[src/hdl/bda_pkg.sv]
package bda_pkg;
  localparam int unsigned DATA_W = 8;
  localparam int unsigned PC_W = 16;
  // opcode patterns and masks
  localparam logic [7:0] OPC_DECIMAL_ADJUST = 8'hD4;
  localparam logic [7:0] OPC_DEC_ACC = 8'h14;
  localparam logic [7:0] OPC_DEC_DIRECT = 8'h15;
  localparam logic [7:0] OPC_DEC_PTR = 8'h16;
  localparam logic [7:0] MASK_PTR = 8'hFE;
  localparam logic [7:0] OPC_DEC_WREG = 8'h18;
  localparam logic [7:0] OPC_LOOP_WREG = 8'hD8;
  localparam logic [7:0] MASK_WREG = 8'hF8;
  localparam logic [7:0] OPC_QUOTIENT = 8'h84;
  localparam logic [7:0] OPC_LOOP_DIRECT = 8'hD5;
  localparam logic [3:0] BCD_LIMIT = 4'h9;
  localparam logic [3:0] BCD_FIX = 4'h6;
  localparam logic [7:0] BYTE_ONE = 8'h01;
  // sfr space begins here; port latches live above it
  localparam logic [7:0] SFR_BASE = 8'h80;
  localparam int unsigned DIV_STEPS = 8;
  localparam logic [3:0] DIV_CNT_W0 = 4'h0;

  typedef enum logic [3:0] {
    BDA_IDLE = 4'b0001,
    BDA_DIV = 4'b0010,
    BDA_DONE = 4'b0100,
    BDA_WB = 4'b1000
  } bda_state_t;

  // operand source of a byte decrement
  typedef enum logic [1:0] {
    BDA_SRC_ACC = 2'h0,
    BDA_SRC_WREG = 2'h1,
    BDA_SRC_DIRECT = 2'h2,
    BDA_SRC_PTR = 2'h3
  } bda_src_t;
endpackage : bda_pkg

[src/hdl/bda_div_if.sv]
interface bda_div_if;
  import bda_pkg::*;
  logic start;
  logic [7:0] dividend;
  logic [7:0] divisor;
  logic done;
  logic [7:0] quotient;
  logic [7:0] remainder;
  modport ctrl (output start, output dividend, output divisor,
    input done, input quotient, input remainder);
  modport unit (input start, input dividend, input divisor,
    output done, output quotient, output remainder);
endinterface : bda_div_if

[src/hdl/bda_alu.sv]
// Behaviour
// RULE_01: decimal adjust adds six to low nibble if above nine or half carry set.
// RULE_02: then adds six to high nibble if above nine or carry set.
// RULE_03: carry set when corrected result passes two bcd digits.
// RULE_04: decimal adjust never clears carry; signed excess flag untouched.
// RULE_05: byte decrement subtracts one, wraps zero to ff, flags unchanged.
// RULE_06: decrement sources: accumulator, working register, direct, pointer indirect.
// RULE_07: decrement of a port reads the output latch, not pins.
// RULE_08: direct decrement opcode is 00010101 followed by the address byte.
// RULE_09: divide accumulator by auxiliary; quotient to accumulator, remainder to auxiliary.
// RULE_10: divide with nonzero divisor clears carry and signed excess flag.
// RULE_11: zero divisor sets signed excess flag and clears carry.
// RULE_12: loop branch decrements with wrap, branches if nonzero, flags unchanged.
// RULE_13: branch target is advanced pc plus sign-extended displacement.
// RULE_14: loop branch operand is working register or direct byte only.
// RULE_15: divide writes accumulator and auxiliary together at completion.
module bda_alu
  import bda_pkg::*;
#(
  parameter int unsigned DW = DATA_W,
  parameter int unsigned PW = PC_W
) (
  input wire logic clk_sys,
  input wire logic arst_n,
  input wire logic issue,
  input wire logic [7:0] opcode,
  input wire logic [7:0] operand_byte,
  // final instruction byte; the direct loop form carries its address in operand_byte
  input wire logic [7:0] rel_byte,
  input wire logic [DW-1:0] acc_in,
  input wire logic [DW-1:0] aux_in,
  input wire logic [DW-1:0] wreg_in,
  input wire logic [DW-1:0] ram_in,
  input wire logic [DW-1:0] port_latch_in,
  input wire logic [DW-1:0] ptr_in,
  input wire logic carry_in,
  input wire logic half_carry_flag_in,
  input wire logic signed_excess_flag_in,
  input wire logic [PW-1:0] pc_next_in,
  output logic busy,
  output logic done,
  output logic illegal,
  output logic acc_we,
  output logic [DW-1:0] acc_out,
  output logic aux_we,
  output logic [DW-1:0] aux_out,
  output logic wreg_we,
  output logic [2:0] wreg_sel,
  output logic [DW-1:0] wreg_out,
  output logic mem_we,
  output logic [7:0] mem_addr,
  output logic [DW-1:0] mem_out,
  output logic carry_we,
  output logic carry_out,
  output logic excess_we,
  output logic signed_excess_flag_out,
  output logic branch_take,
  output logic [PW-1:0] branch_target
);
  typedef struct packed {
    bda_state_t st;
    logic busy;
    logic done;
    logic illegal;
    logic acc_we;
    logic [DW-1:0] acc;
    logic aux_we;
    logic [DW-1:0] aux;
    logic wreg_we;
    logic [2:0] wsel;
    logic [DW-1:0] wreg;
    logic mem_we;
    logic [7:0] addr;
    logic [DW-1:0] mem;
    logic carry_we;
    logic carry;
    logic excess_we;
    logic excess;
    logic br;
    logic [PW-1:0] tgt;
    logic div_start;
    logic zero_div;
  } bda_st_t;

  bda_st_t s_q;
  bda_st_t s_d;
  bda_div_if dv ();

  bda_divider u_div (
    .clk_sys(clk_sys),
    .arst_n(arst_n),
    .dv(dv)
  );

  assign dv.start = s_q.div_start;
  assign dv.dividend = acc_in;
  assign dv.divisor = aux_in;

  logic [8:0] da_lo;
  logic [8:0] da_hi;
  logic da_c;
  logic [DW-1:0] dec_src;
  logic [DW-1:0] dec_val;
  logic dec_cls;
  bda_src_t dec_kind;
  logic is_loop;

  always_comb begin
    // low then high correction, carry only ever raised
    da_lo = {1'b0, acc_in};
    if (acc_in[3:0] > BCD_LIMIT || half_carry_flag_in) begin // RULE_01
      da_lo = {1'b0, acc_in} + {5'h00, BCD_FIX};
    end
    da_c = carry_in | da_lo[8]; // RULE_04
    da_hi = {1'b0, da_lo[7:0]};
    if (da_lo[7:4] > BCD_LIMIT || da_c) begin // RULE_02
      da_hi = {1'b0, da_lo[7:0]} + {1'b0, BCD_FIX, 4'h0};
    end
  end

  always_comb begin
    dec_cls = 1'b1;
    is_loop = 1'b0;
    dec_kind = BDA_SRC_ACC;
    if (opcode == OPC_DEC_ACC) begin // RULE_06
      dec_kind = BDA_SRC_ACC;
    end else if (opcode == OPC_DEC_DIRECT) begin // RULE_08
      dec_kind = BDA_SRC_DIRECT;
    end else if ((opcode & MASK_PTR) == OPC_DEC_PTR) begin
      dec_kind = BDA_SRC_PTR;
    end else if ((opcode & MASK_WREG) == OPC_DEC_WREG) begin
      dec_kind = BDA_SRC_WREG;
    end else if ((opcode & MASK_WREG) == OPC_LOOP_WREG) begin // RULE_14
      dec_kind = BDA_SRC_WREG;
      is_loop = 1'b1;
    end else if (opcode == OPC_LOOP_DIRECT) begin // RULE_14
      dec_kind = BDA_SRC_DIRECT;
      is_loop = 1'b1;
    end else begin
      dec_cls = 1'b0;
    end
    unique case (dec_kind)
      BDA_SRC_ACC: dec_src = acc_in;
      BDA_SRC_WREG: dec_src = wreg_in;
      // ports keep the latched value so read-modify-write ignores pin loading
      BDA_SRC_DIRECT: dec_src = (operand_byte >= SFR_BASE) ? port_latch_in : ram_in; // RULE_07
      BDA_SRC_PTR: dec_src = ram_in;
    endcase
    dec_val = dec_src - BYTE_ONE; // RULE_05 RULE_12
  end

  always_comb begin
    s_d = s_q;
    s_d.done = 1'b0;
    s_d.illegal = 1'b0;
    s_d.acc_we = 1'b0;
    s_d.aux_we = 1'b0;
    s_d.wreg_we = 1'b0;
    s_d.mem_we = 1'b0;
    s_d.carry_we = 1'b0;
    s_d.excess_we = 1'b0;
    s_d.br = 1'b0;
    s_d.div_start = 1'b0;
    unique case (s_q.st)
      BDA_IDLE: begin
        if (issue) begin
          if (opcode == OPC_DECIMAL_ADJUST) begin
            s_d.acc_we = 1'b1;
            s_d.acc = da_hi[7:0];
            s_d.carry_we = 1'b1;
            s_d.carry = da_c | da_hi[8]; // RULE_03 RULE_04
            s_d.done = 1'b1;
          end else if (opcode == OPC_QUOTIENT) begin // RULE_09
            s_d.st = BDA_DIV;
            s_d.busy = 1'b1;
            s_d.div_start = 1'b1;
            s_d.zero_div = (aux_in == '0);
          end else if (dec_cls) begin
            s_d.done = 1'b1;
            s_d.wsel = opcode[2:0];
            s_d.addr = (dec_kind == BDA_SRC_PTR) ? ptr_in : operand_byte;
            unique case (dec_kind)
              BDA_SRC_ACC: begin
                s_d.acc_we = 1'b1;
                s_d.acc = dec_val;
              end
              BDA_SRC_WREG: begin
                s_d.wreg_we = 1'b1;
                s_d.wreg = dec_val;
              end
              BDA_SRC_DIRECT, BDA_SRC_PTR: begin
                s_d.mem_we = 1'b1;
                s_d.mem = dec_val;
              end
            endcase
            if (is_loop) begin
              s_d.br = (dec_val != '0); // RULE_12
              s_d.tgt = pc_next_in + PW'({{(PW-8){rel_byte[7]}}, rel_byte}); // RULE_13
            end
          end else begin
            s_d.illegal = 1'b1;
          end
        end
      end
      BDA_DIV: begin
        if (dv.done) begin
          s_d.st = BDA_WB;
        end
      end
      BDA_WB: begin
        // both halves land in one cycle so no partial result is seen
        s_d.acc_we = 1'b1; // RULE_15
        s_d.aux_we = 1'b1;
        s_d.acc = dv.quotient; // RULE_09
        s_d.aux = dv.remainder;
        s_d.carry_we = 1'b1;
        s_d.carry = 1'b0; // RULE_10 RULE_11
        s_d.excess_we = 1'b1;
        s_d.excess = s_q.zero_div; // RULE_10 RULE_11
        s_d.st = BDA_DONE;
      end
      BDA_DONE: begin
        s_d.done = 1'b1;
        s_d.busy = 1'b0;
        s_d.st = BDA_IDLE;
      end
      default: s_d.st = BDA_IDLE;
    endcase
  end

  always_ff @(posedge clk_sys or negedge arst_n) begin
    if (!arst_n) begin
      s_q <= '{st: BDA_IDLE, default: '0};
    end else begin
      s_q <= s_d;
    end
  end

  assign busy = s_q.busy;
  assign done = s_q.done;
  assign illegal = s_q.illegal;
  assign acc_we = s_q.acc_we;
  assign acc_out = s_q.acc;
  assign aux_we = s_q.aux_we;
  assign aux_out = s_q.aux;
  assign wreg_we = s_q.wreg_we;
  assign wreg_sel = s_q.wsel;
  assign wreg_out = s_q.wreg;
  assign mem_we = s_q.mem_we;
  assign mem_addr = s_q.addr;
  assign mem_out = s_q.mem;
  assign carry_we = s_q.carry_we;
  assign carry_out = s_q.carry;
  assign excess_we = s_q.excess_we;
  assign signed_excess_flag_out = s_q.excess;
  assign branch_take = s_q.br;
  assign branch_target = s_q.tgt;
endmodule : bda_alu

[src/hdl/bda_divider.sv]
module bda_divider
  import bda_pkg::*;
(
  input wire logic clk_sys,
  input wire logic arst_n,
  bda_div_if.unit dv
);
  typedef struct packed {
    logic busy;
    logic [3:0] cnt;
    logic [7:0] rem;
    logic [7:0] quo;
    logic [7:0] dsr;
    logic done;
  } bda_div_st_t;

  bda_div_st_t s_q;
  bda_div_st_t s_d;
  logic [8:0] trial;

  // restoring division, one quotient bit per clock
  always_comb begin
    s_d = s_q;
    s_d.done = 1'b0;
    trial = {s_q.rem, s_q.quo[7]} - {1'b0, s_q.dsr};
    if (!s_q.busy && dv.start) begin
      s_d.busy = 1'b1;
      s_d.cnt = DIV_CNT_W0;
      s_d.rem = '0;
      s_d.quo = dv.dividend;
      s_d.dsr = dv.divisor;
    end else if (s_q.busy) begin
      if (!trial[8]) begin
        s_d.rem = trial[7:0];
      end else begin
        s_d.rem = {s_q.rem[6:0], s_q.quo[7]};
      end
      s_d.quo = {s_q.quo[6:0], ~trial[8]};
      s_d.cnt = s_q.cnt + 4'h1;
      if (s_q.cnt == 4'(DIV_STEPS - 1)) begin
        s_d.busy = 1'b0;
        s_d.done = 1'b1;
      end
    end
  end

  always_ff @(posedge clk_sys or negedge arst_n) begin
    if (!arst_n) begin
      s_q <= '0;
    end else begin
      s_q <= s_d;
    end
  end

  assign dv.done = s_q.done;
  assign dv.quotient = s_q.quo;
  assign dv.remainder = s_q.rem;
endmodule : bda_divider

[config.mk]
export PLATFORM = sky130hd
export DESIGN_NAME = bda_alu
export DESIGN_NICKNAME = d
export VERILOG_FILES = /design/src/hdl/bda_pkg.sv /design/src/hdl/bda_div_if.sv /design/src/hdl/bda_alu.sv /design/src/hdl/bda_divider.sv
export SDC_FILE = /design/constraint.sdc
export NUM_CORES = 1
export LEC_CHECK = 0
export CORE_UTILIZATION = 69
export DETAILED_ROUTE_END_ITERATION = 6
export DONT_BUFFER_PORTS = 1
export HOLD_SLACK_MARGIN = 0.12
export PLACE_DENSITY = 0.95
export SYNTH_ARGS = -nofsm -noshare
export SYNTH_HDL_FRONTEND = slang
export SYNTH_SLANG_ARGS = --single-unit
[constraint.sdc]
create_clock -name clk_sys -period 5.1 [get_ports clk_sys]
set_input_delay 1.275 -clock clk_sys [delete_from_list [all_inputs] [get_ports clk_sys]]
set_output_delay 1.275 -clock clk_sys [all_outputs]
set_load 0.02 [all_outputs]
==> results of run 1 <==
[cells in the mapped netlist (2+ instances only)]
cell,count,area [um2]
fa_1,2,40.04
mux2_2,13,146.4
clkbuf_1,20,75.07
nand3_1,8,40.04
buf_1,2,7.510
and3_1,6,37.54
or4b_2,2,20.02
o21ai_1,2,10.01
or2_2,4,25.02
a222oi_1,4,40.04
o21a_1,6,45.04
nor3_1,12,60.06
a21boi_0,5,37.54
o31ai_1,7,52.55
a31oi_1,3,18.77
a41oi_1,2,17.52
inv_1,36,135.1
buf_4,60,450.4
nand4_1,7,43.79
dfrtp_1,105,2628
ha_1,28,350.3
nor4_1,8,50.05
buf_2,6,30.03
or3_1,6,37.54
nor2b_1,12,75.07
xor2_1,12,105.1
a211oi_1,3,22.52
and2_1,5,31.28
xnor2_1,17,148.9
o21ai_0,69,345.3
a211o_1,2,17.52
nand3b_1,6,45.04
a2111oi_0,2,17.52
o211ai_1,7,52.55
nand2_1,102,382.9
a221o_1,5,50.05
a21o_1,6,45.04
nor3b_1,2,15.01
nand2b_1,7,43.79
mux2i_1,18,180.2
a22o_1,10,87.58
nor2_1,33,123.9
a21oi_1,28,140.1
[sequential cells by signal (all words and copies together) (netlist names), 3 cells and up]
| name | cells |
|---|---|
| branch_target | 16 |
| u_div.s_q | 13 |
| acc_out | 8 |
| aux_out | 8 |
| mem_addr | 8 |
| mem_out | 8 |
| u_div.dv.quotient | 8 |
| u_div.dv.remainder | 8 |
| wreg_out | 8 |
| s_q | 5 |
| wreg_sel | 3 |
[layer usage]
metal	wire, um	share of wire
met3	1280	0.088
met5	0	0
met2	7196	0.50
met1	5687	0.39
met4	365	0.025
[worst max-delay path, stage by stage]
cell and delay, ns:
xnor2_2 0.36, and2_1 0.44, o21ai_1 0.19, a222oi_1 0.44
nand2_1 0.12, o21ai_0 0.15, ha_1 0.28, inv_1 0.05
a2111oi_0 0.31, a32o_1 0.26, xor2_1 0.40, a21oi_1 0.14
o21ai_0 0.19
[final timing paths]
path                                               end  slack (ns)  cells after the start
max in group asynchronous                      s_q[73]        4.30                      0
worst max-delay path                        acc_out[4]        0.78                     13
min in group asynchronous        u_div.dv.remainder[6]        0.58                      0
worst min-delay path            signed_excess_flag_out        0.49                      2
worst max register to register   u_div.dv.remainder[3]        1.77                     11
worst min register to register  signed_excess_flag_out        0.49                      2
[final cells by class]
type,instances,share of cell area
flip-flops and latches,106,0.4160
clock buffers,11,0.02373
inverters,37,0.02177
clock inverters,5,0.005689
repair buffers,5,0.005885
well taps,129,0.02530
multi-input cells,490,0.5016
[where the power goes]
group          switching, W  internal [W]
sequential         0.000176      0.000957
clock              0.000294      0.000205
combinational      0.000204      0.000194
total              0.000674       0.00136
[cell families (layout without fill, tap and decap cells)]
group / count (synthesis) / in the layout / share of synthesized area
buffers and inverters: 125 / 58 / 0.1071
xor gates and xnor gates: 31 / 31 / 0.04371
AOI/OAI and AO/OA: 169 / 169 / 0.1634
and+or+nand+nor: 229 / 229 / 0.1716
muxes: 31 / 31 / 0.04982
DFF: 106 / 106 / 0.4048
adders and majority gates: 30 / 30 / 0.05955
[per-stage QoR]
step	area (um2)	total power, W	hold WS, ns	instances
3_5_place_dp	6191	0.001541	0.4752	767
6_report	6379	0.002030	0.4887	783
3_3_place_gp	6191	0.001503	0.4554	767
4_1_cts	6379	0.002034	0.4992	783
5_1_grt	6379	0.002133	0.5395	783
2_1_floorplan	6555	0.001518	0.4386	721
==> out/results.tsv, run 1 <==
stage	metric	value	unit
clocking	later-pin clock latency in the skew report	0.38	ns
critical_path	worst path arrival time	4.60	ns
global_routing	antenna violations before repair	0	
sta	Max Clk Rate	231.4	MHz
drt	Vias/cell	6.410	
clocking	H-tree Lvls	3	
final_layout	fill cell count	671	
power_and_ir_drop	maximum VDD drop	0.1773	mV
critical_path	CP Capture Type	flop	
final_layout	ANT cells	0	
final_layout	most frequent cells in the layout	dfrtp_1, nand2_1, o21ai_0	
global_routing	grt met2 use	0.5080	
critical_path	critical path startpoint category	input port	
floorplan	Core ar.	9240	um2
power_and_ir_drop	Lkg Pwr	2.979	nW
drt	# DRC	0	
sta	clk_skew	0.01479	ns
clocking	total CTS buffers	9	
yosys	synthesized area per cell	9.092	um2
sta	Worst-Margin Slew	0.9387	ns
floorplan	io pins	165	
clocking	Resize count post-CTS	0	
placement	global placement routability congestion	0.9274	
critical_path	FF-to-FF Start	u_div.dv.quotient[7]	
yosys	synthesized area	6555	um2
clocking	CTS root buffer	clkbuf_8	
final_layout	most common cell after layout, fill and taps aside	dfrtp_1	
worst_hold_path	hold_sp	s_q[0]	
sta	Worst slew margin	0.3742	
power_and_ir_drop	pwr dens	318.3	nW/um2
global_routing	most used routing layer	met2	
clocking	clock-pin slew on the worst setup and hold paths	0.10	ns
sta	Worst Slack Setup Final	0.7781	ns
placement	Post-DP HPWL	10930	um
run	MaxCap Viol Count	0	
clocking	Num Clock Sinks	106	
yosys	library cells used by synthesis	64	
global_routing	Global Route Usage Sum	0.3018	
clocking	CTS Buffer Depth	2	
global_routing	GRT Residual Overflow	0	
critical_path	Worst Path Required	5.38	ns
floorplan	die area	9894	um2
sta	Final TNS setup	0	ns
placement	IO buf count	0	
floorplan	Die X	99.47	um
drt	Vias	5019	
final_layout	final cell utilization of the core	0.6903	
global_routing	number of global-route vias before repair	5066	
critical_path	Worst Setup SP	opcode[7]	
yosys	EDFF count, synth	0	
sta	Tmin final	4.322	ns
placement	Post-Place Worst Slack	0.5729	ns
yosys	number of synthesized register bits	106	
yosys	Syn Nets	845	
sta	final slew viol count	0	
worst_hold_path	hold crit path type	reg2reg	
sta	Setup violations, final	0	
critical_path	CP Max Fanout	12	
clocking	Setup Buffers After CTS	0	
yosys	yosys warns	0	
drt	wire per inst	18.56	um
global_routing	met3 usage	0.08714	
status	status	finished, final reports clean	
global_routing	met1 Usage GRT	0.3658	
floorplan	Rows	35	
final_layout	Total Nets Final	773	
final_layout	multi-input logic area	3199	um2
clocking	CTS tree	yes	
yosys	main flop type after synthesis	dfrtp_1	
floorplan	die height	99.47	um
sta	final-report hold violation count	0	
final_layout	FF+latch area	2654	um2
sta	Final period util	0.8474	
drt	Initial DRC Count	344	
floorplan	Starting Density	0.7094	
clocking	cts hold-fix bufs	0	
final_layout	layout cells sized above 1	0.07187	
critical_path	Setup Crit Path Kind	in2reg	
drt	Detailed Route WL	14530	um
yosys	cells after synthesis	721	
drt	Routed Antenna Nets	0	
global_routing	first-pass GRT wire length	23530	um
final_layout	Synth-to-Final Area Change	-2.691	%
yosys	Async SR Flop Fraction	1.000	
drt	DR pass1 iterations	7	
yosys	Seq/Total Area, Yosys	0.4048	
sta	RSZ-0062 raised after global routing	no	
global_routing	largest net degree at the start of global routing	107	
Note: power is estimated with default switching activity, not from simulation.
==> run 2: changes to the inputs <==
--- a/config.mk
+++ b/config.mk
@@ -5,11 +5,11 @@
 export SDC_FILE = /design/constraint.sdc
 export NUM_CORES = 1
 export LEC_CHECK = 0
-export CORE_UTILIZATION = 69
+export CORE_UTILIZATION = 64
 export DETAILED_ROUTE_END_ITERATION = 6
 export DONT_BUFFER_PORTS = 1
 export HOLD_SLACK_MARGIN = 0.12
-export PLACE_DENSITY = 0.95
+export PLACE_DENSITY = 0.91
 export SYNTH_ARGS = -nofsm -noshare
 export SYNTH_HDL_FRONTEND = slang
 export SYNTH_SLANG_ARGS = --single-unit
==> constraint.sdc (replaced) <==
create_clock -name clk_sys -period 4.1 [get_ports clk_sys]
set_input_delay 1.025 -clock clk_sys [delete_from_list [all_inputs] [get_ports clk_sys]]
set_output_delay 1.025 -clock clk_sys [all_outputs]
set_load 0.02 [all_outputs]
==> out/results.tsv, run 2 (synthesized netlist as in run 1, its figures left out) <==
stage	metric	value	unit
drt	Initial DRC Count	331	
drt	DR pass1 iterations	5	
critical_path	CP Max Fanout	5	
sta	Worst slew margin	0.3951	
sta	clk_skew	0.008082	ns
sta	Final TNS setup	0	ns
sta	RSZ-0062 raised after global routing	no	
status	status	finished, final reports clean	
floorplan	die area	10650	um2
sta	Setup violations, final	0	
placement	IO buf count	0	
floorplan	Starting Density	0.6645	
critical_path	Setup Crit Path Kind	in2reg	
drt	Detailed Route WL	15180	um
critical_path	FF-to-FF Start	u_div.dv.quotient[7]	
drt	# DRC	0	
critical_path	worst reg2reg path depth	11	
clocking	Num Clock Sinks	106	
global_routing	largest net degree at the start of global routing	107	
power_and_ir_drop	internal power	0.001786	W
clocking	total CTS buffers	9	
clocking	CTS root buffer	clkbuf_8	
power_and_ir_drop	switch share	0.3251	
worst_hold_path	hold crit path type	in2async	
floorplan	io pins	165	
placement	Post-DP HPWL	11340	um
sta	Worst Hold Slack	0.3259	ns
final_layout	Total Nets Final	781	
final_layout	max reg flops	16	
clocking	H-tree Lvls	3	
drt	wire per inst	19.10	um
final_layout	most common cell after layout, fill and taps aside	dfrtp_1	
final_layout	most frequent cells in the layout	dfrtp_1, nand2_1, o21ai_0	
clocking	CTS Buffer Depth	2	
power_and_ir_drop	maximum VDD drop	0.2235	mV
sta	Tmin final	3.613	ns
sta	final slew viol count	0	
critical_path	critical path startpoint category	input port	
final_layout	ANT cells	0	
floorplan	Die X	103.2	um
critical_path	worst path arrival time	3.92	ns
floorplan	Rows	36	
clocking	CTS tree	yes	
critical_path	Worst Setup SP	opcode[7]	
sta	Worst-Margin Slew	0.9044	ns
clocking	clock-pin slew on the worst setup and hold paths	0.11	ns
placement	global placement routability congestion	0.8626	
power_and_ir_drop	Flop pwr share	0.534	
power_and_ir_drop	NetSw	0.0008601	W
floorplan	die height	103.2	um
power_and_ir_drop	clock power share	0.277	
power_and_ir_drop	Lkg Pwr	3.046	nW
clocking	later-pin clock latency in the skew report	0.38	ns
drt	Vias	4947	
floorplan	Core ar.	9864	um2
final_layout	Synth-to-Final Area Change	-1.107	%
drt	Vias/cell	6.223	
final_layout	layout cells sized above 1	0.08308	
critical_path	Reg2Reg Setup Slack	0.60	ns
clocking	Resize count post-CTS	0	
critical_path	Worst Path Required	4.40	ns
power_and_ir_drop	share of total power in combinational logic	0.189	
clocking	cts hold-fix bufs	0	
global_routing	number of global-route vias before repair	4906	
global_routing	GRT Residual Overflow	0	
sta	final-report hold violation count	0	
run	MaxCap Viol Count	0	
critical_path	CP Capture Type	flop	
global_routing	antenna violations before repair	0	
global_routing	Global Route Usage Sum	0.2862	
critical_path	Crit Reg-Reg Endpoint	u_div.dv.remainder[7]	
global_routing	first-pass GRT wire length	23090	um
drt	Routed Antenna Nets	0	
power_and_ir_drop	pwr dens	408.1	nW/um2
sta	Max Clk Rate	276.8	MHz
clocking	Setup Buffers After CTS	0	
sta	Final period util	0.8813	
[run 2: cell types whose count changed in the layout (fill, tap and decap cells not counted), sizes merged]
cell      delta
clkinvlp     -3
clkinv       +3
clkbuf       -2
bufinv       +2
buf          +8
[run 2: final cells by class]
| class | count | area, um2 |
|---|---|---|
| inverter | 37 | 138.9 |
| timing repair buffer | 13 | 97.59 |
| clock inverter | 7 | 102.6 |
| tap | 133 | 166.4 |
| multi-input combinational | 490 | 3199 |
| fill | 727 | 3382 |
| sequential | 106 | 2654 |
| clock buffer | 9 | 123.9 |
[run 2: worst max-delay path, stage by stage]
cell       delay, ns
nor3b_1         0.18
buf_4           0.16
nand3_1         0.15
and3_1          0.28
a222oi_1        0.36
nand2_1         0.09
o21ai_0         0.12
ha_1            0.27
inv_1           0.05
a2111oi_0       0.26
a32o_1          0.24
xor2_1          0.43
a21oi_1         0.13
o21ai_0         0.16
[run 2: routing by layer]
metal	part of all wire	wire (um)	track usage	vias up
met4	0.030	450	0.1322	0
met5	0	0	0	-
met1	0.39	5890	0.3428	2348
li1	-	-	-	2327
met3	0.097	1470	0.08669	36
met2	0.49	7369	0.4754	236
[run 2: how the worst max path moves through the flow]
stage                             end  slack (ns)  cells after the start
after floorplan           branch_take        0.39                     14
after global placement     acc_out[4]        0.24                     14
after detailed placement   acc_out[4]        0.16                     14
after CTS                  acc_out[4]        0.55                     14
after global routing      branch_take        0.25                     14
final                      acc_out[4]        0.49                     14
[run 2: power by group through the flow]
stage / logic, W / clock network (W) / registers (W)
after CTS: 0.000498 / 0.000740 / 0.00141
final: 0.000500 / 0.000732 / 0.00141
after global placement: 0.000457 / 0 / 0.00142
after floorplan: 0.000602 / 0 / 0.00129
after global routing: 0.000564 / 0.000779 / 0.00143
after detailed placement: 0.000493 / 0 / 0.00143
[run 2: stage by stage]
step                      area [um2]  setup WS (ns)  utilization  instances  total power [W]
after detailed placement        6256         0.1622       0.6342        779         0.001923
after CTS                       6482         0.5490       0.6572        795         0.002649
after global routing            6482         0.2550       0.6572        795         0.002774
after global placement          6256         0.2415       0.6342        779         0.001877
final                           6482         0.4867       0.6572        795         0.002646
after floorplan                 6555         0.3943            -        721         0.001889
==> run 3: changes to the inputs <==
--- a/config.mk
+++ b/config.mk
@@ -5,7 +5,9 @@
 export SDC_FILE = /design/constraint.sdc
 export NUM_CORES = 1
 export LEC_CHECK = 0
+export CORE_ASPECT_RATIO = 0.5
 export CORE_UTILIZATION = 64
+export CTS_CLUSTER_SIZE = 8
 export DETAILED_ROUTE_END_ITERATION = 6
 export DONT_BUFFER_PORTS = 1
 export HOLD_SLACK_MARGIN = 0.12
==> out/results.tsv, run 3 (synthesized netlist as in run 1, its figures left out) <==
stage	metric	value	unit
sta	Max Clk Rate	253.3	MHz
global_routing	first-pass GRT wire length	22750	um
critical_path	critical path startpoint category	input port	
sta	Tmin final	3.947	ns
power_and_ir_drop	share of total power in combinational logic	0.176	
drt	# DRC	0	
floorplan	Core ar.	9697	um2
critical_path	Worst Setup SP	opcode[7]	
power_and_ir_drop	Flop pwr share	0.511	
critical_path	FF-to-FF Start	u_div.dv.quotient[7]	
critical_path	CP cell instances	xnor2_2, nand2_1, and3_1, a222oi_1, nor2_1, inv_1, ha_1, inv_1, a2111oi_0, a32o_1, a21boi_0, nor3b_1, o31ai_1	
power_and_ir_drop	pwr dens	422.1	nW/um2
clocking	CTS Buffer Depth	2	
drt	wire per inst	17.81	um
clocking	CTS root buffer	clkbuf_16	
clocking	clock-pin slew on the worst setup and hold paths	0.07	ns
power_and_ir_drop	NetSw	0.0008412	W
power_and_ir_drop	switch share	0.3040	
clocking	H-tree Lvls	3	
sta	final slew viol count	0	
sta	Final period util	0.9628	
floorplan	Rows	25	
placement	IO buf count	0	
final_layout	Synth-to-Final Area Change	0.01912	%
drt	DR pass1 iterations	5	
placement	global placement routability congestion	0.9288	
clocking	Resize count post-CTS	0	
sta	Setup violations, final	0	
critical_path	worst path arrival time	4.17	ns
clocking	Num Clock Sinks	106	
critical_path	CP Capture Type	flop	
floorplan	Die X	145.1	um
sta	Worst-Margin Slew	0.9061	ns
sta	RSZ-0062 raised after global routing	no	
drt	Detailed Route WL	14190	um
final_layout	most frequent cells in the layout	dfrtp_1, nand2_1, o21ai_0	
critical_path	CP Max Fanout	10	
global_routing	GRT Residual Overflow	0	
clocking	later-pin clock latency in the skew report	0.35	ns
critical_path	Worst path max stage delay	0.49	ns
final_layout	ANT cells	0	
final_layout	Total Nets Final	781	
power_and_ir_drop	maximum VDD drop	0.1896	mV
floorplan	Starting Density	0.6760	
sta	Worst slew margin	0.3960	
critical_path	Crit path top cell by count	inv_1	
final_layout	max reg flops	16	
drt	Initial DRC Count	341	
placement	Post-DP HPWL	10700	um
clocking	Setup Buffers After CTS	0	
drt	Vias	4872	
global_routing	largest net degree at the start of global routing	107	
sta	Final TNS setup	0	ns
worst_hold_path	hold crit path type	in2async	
power_and_ir_drop	Lkg Pwr	3.074	nW
floorplan	die height	73.56	um
floorplan	die area	10680	um2
global_routing	antenna violations before repair	0	
sta	clk_skew	0.006630	ns
final_layout	layout cells sized above 1	0.08006	
run	MaxCap Viol Count	0	
sta	final-report hold violation count	0	
status	status	finished, final reports clean	
critical_path	Worst Path Required	4.32	ns
power_and_ir_drop	internal power	0.001926	W
floorplan	io pins	165	
power_and_ir_drop	clock power share	0.313	
global_routing	number of global-route vias before repair	4874	
drt	Routed Antenna Nets	0	
critical_path	slowest stage cell, crit path	a222oi_1	
final_layout	most common cell after layout, fill and taps aside	dfrtp_1	
power_and_ir_drop	final total power	0.002767	W
clocking	cts hold-fix bufs	0	
clocking	CTS tree	yes	
drt	Vias/cell	6.113	
clocking	total CTS buffers	9	
critical_path	Setup Crit Path Kind	in2reg	
global_routing	Global Route Usage Sum	0.2735	
## run 3: changes by cell type in the layout (fill, tap and decap cells not counted)
| cell | before | now |
|---|---|---|
| clkbuf_16 | 0 | 9 |
| clkbuf_8 | 9 | 1 |
| clkbuf_1 | 0 | 2 |
| clkinv_4 | 3 | 1 |
| bufinv_16 | 2 | 1 |
| clkinvlp_4 | 0 | 1 |
| inv_8 | 1 | 0 |
## run 3: power by group through the flow
stage                     registers [W]  logic, W  clock network, W
after global routing            0.00143  0.000555          0.000915
after CTS                       0.00141  0.000489          0.000878
after global placement          0.00142  0.000455                 0
after floorplan                 0.00129  0.000602                 0
final                           0.00141  0.000488          0.000866
after detailed placement        0.00143  0.000486                 0
## run 3: final timing paths
kind,endpoint,cells after the start,slack (ns)
setup reg to reg,u_div.dv.remainder[3],12,1.22
hold / removal,s_q[0],0,0.37
hold reg to reg,signed_excess_flag_out,2,0.51
min in group clk_sys,signed_excess_flag_out,2,0.51
setup / recovery,acc_out[6],13,0.15
max in group asynchronous,s_q[73],0,3.53
## run 3: layout make-up
type | count | area (um2)
inverters | 37 | 138.9
flip-flops and latches | 106 | 2654
clock inverters | 4 | 51.30
well taps | 135 | 168.9
multi-input cells | 490 | 3199
fillers | 748 | 3141
clock buffers | 12 | 246.5
repair buffers | 13 | 97.59
## run 3: routing by layer
metal | vias to the layer above | part of all wire | GRT usage
met5 | - | 0 | 0
met4 | 0 | 0.039 | 0.1357
met3 | 50 | 0.068 | 0.08571
met2 | 176 | 0.49 | 0.4941
met1 | 2318 | 0.40 | 0.3007
li1 | 2328 | - | -
## run 3: through the flow
stage | utilization | instances | instance area (um2) | setup WS [ns] | hold slack [ns]
after floorplan | - | 721 | 6555 | 0.3943 | 0.4386
after global placement | 0.6454 | 781 | 6259 | 0.2378 | 0.4690
after detailed placement | 0.6454 | 781 | 6259 | 0.08077 | 0.4968
after CTS | 0.6761 | 797 | 6556 | 0.2451 | 0.3587
after global routing | 0.6761 | 797 | 6556 | 0.01404 | 0.3580
final | 0.6761 | 797 | 6556 | 0.1526 | 0.3734
## run 3: worst max-delay path: cells and delay by family
family	cells	cell delay [ns]
AOI/OAI and AO/OA	5	1.49
xor gates and xnor gates	1	0.35
adders and majority gates	1	0.22
buffers and inverters	2	0.14
and+or+nand+nor	4	0.93
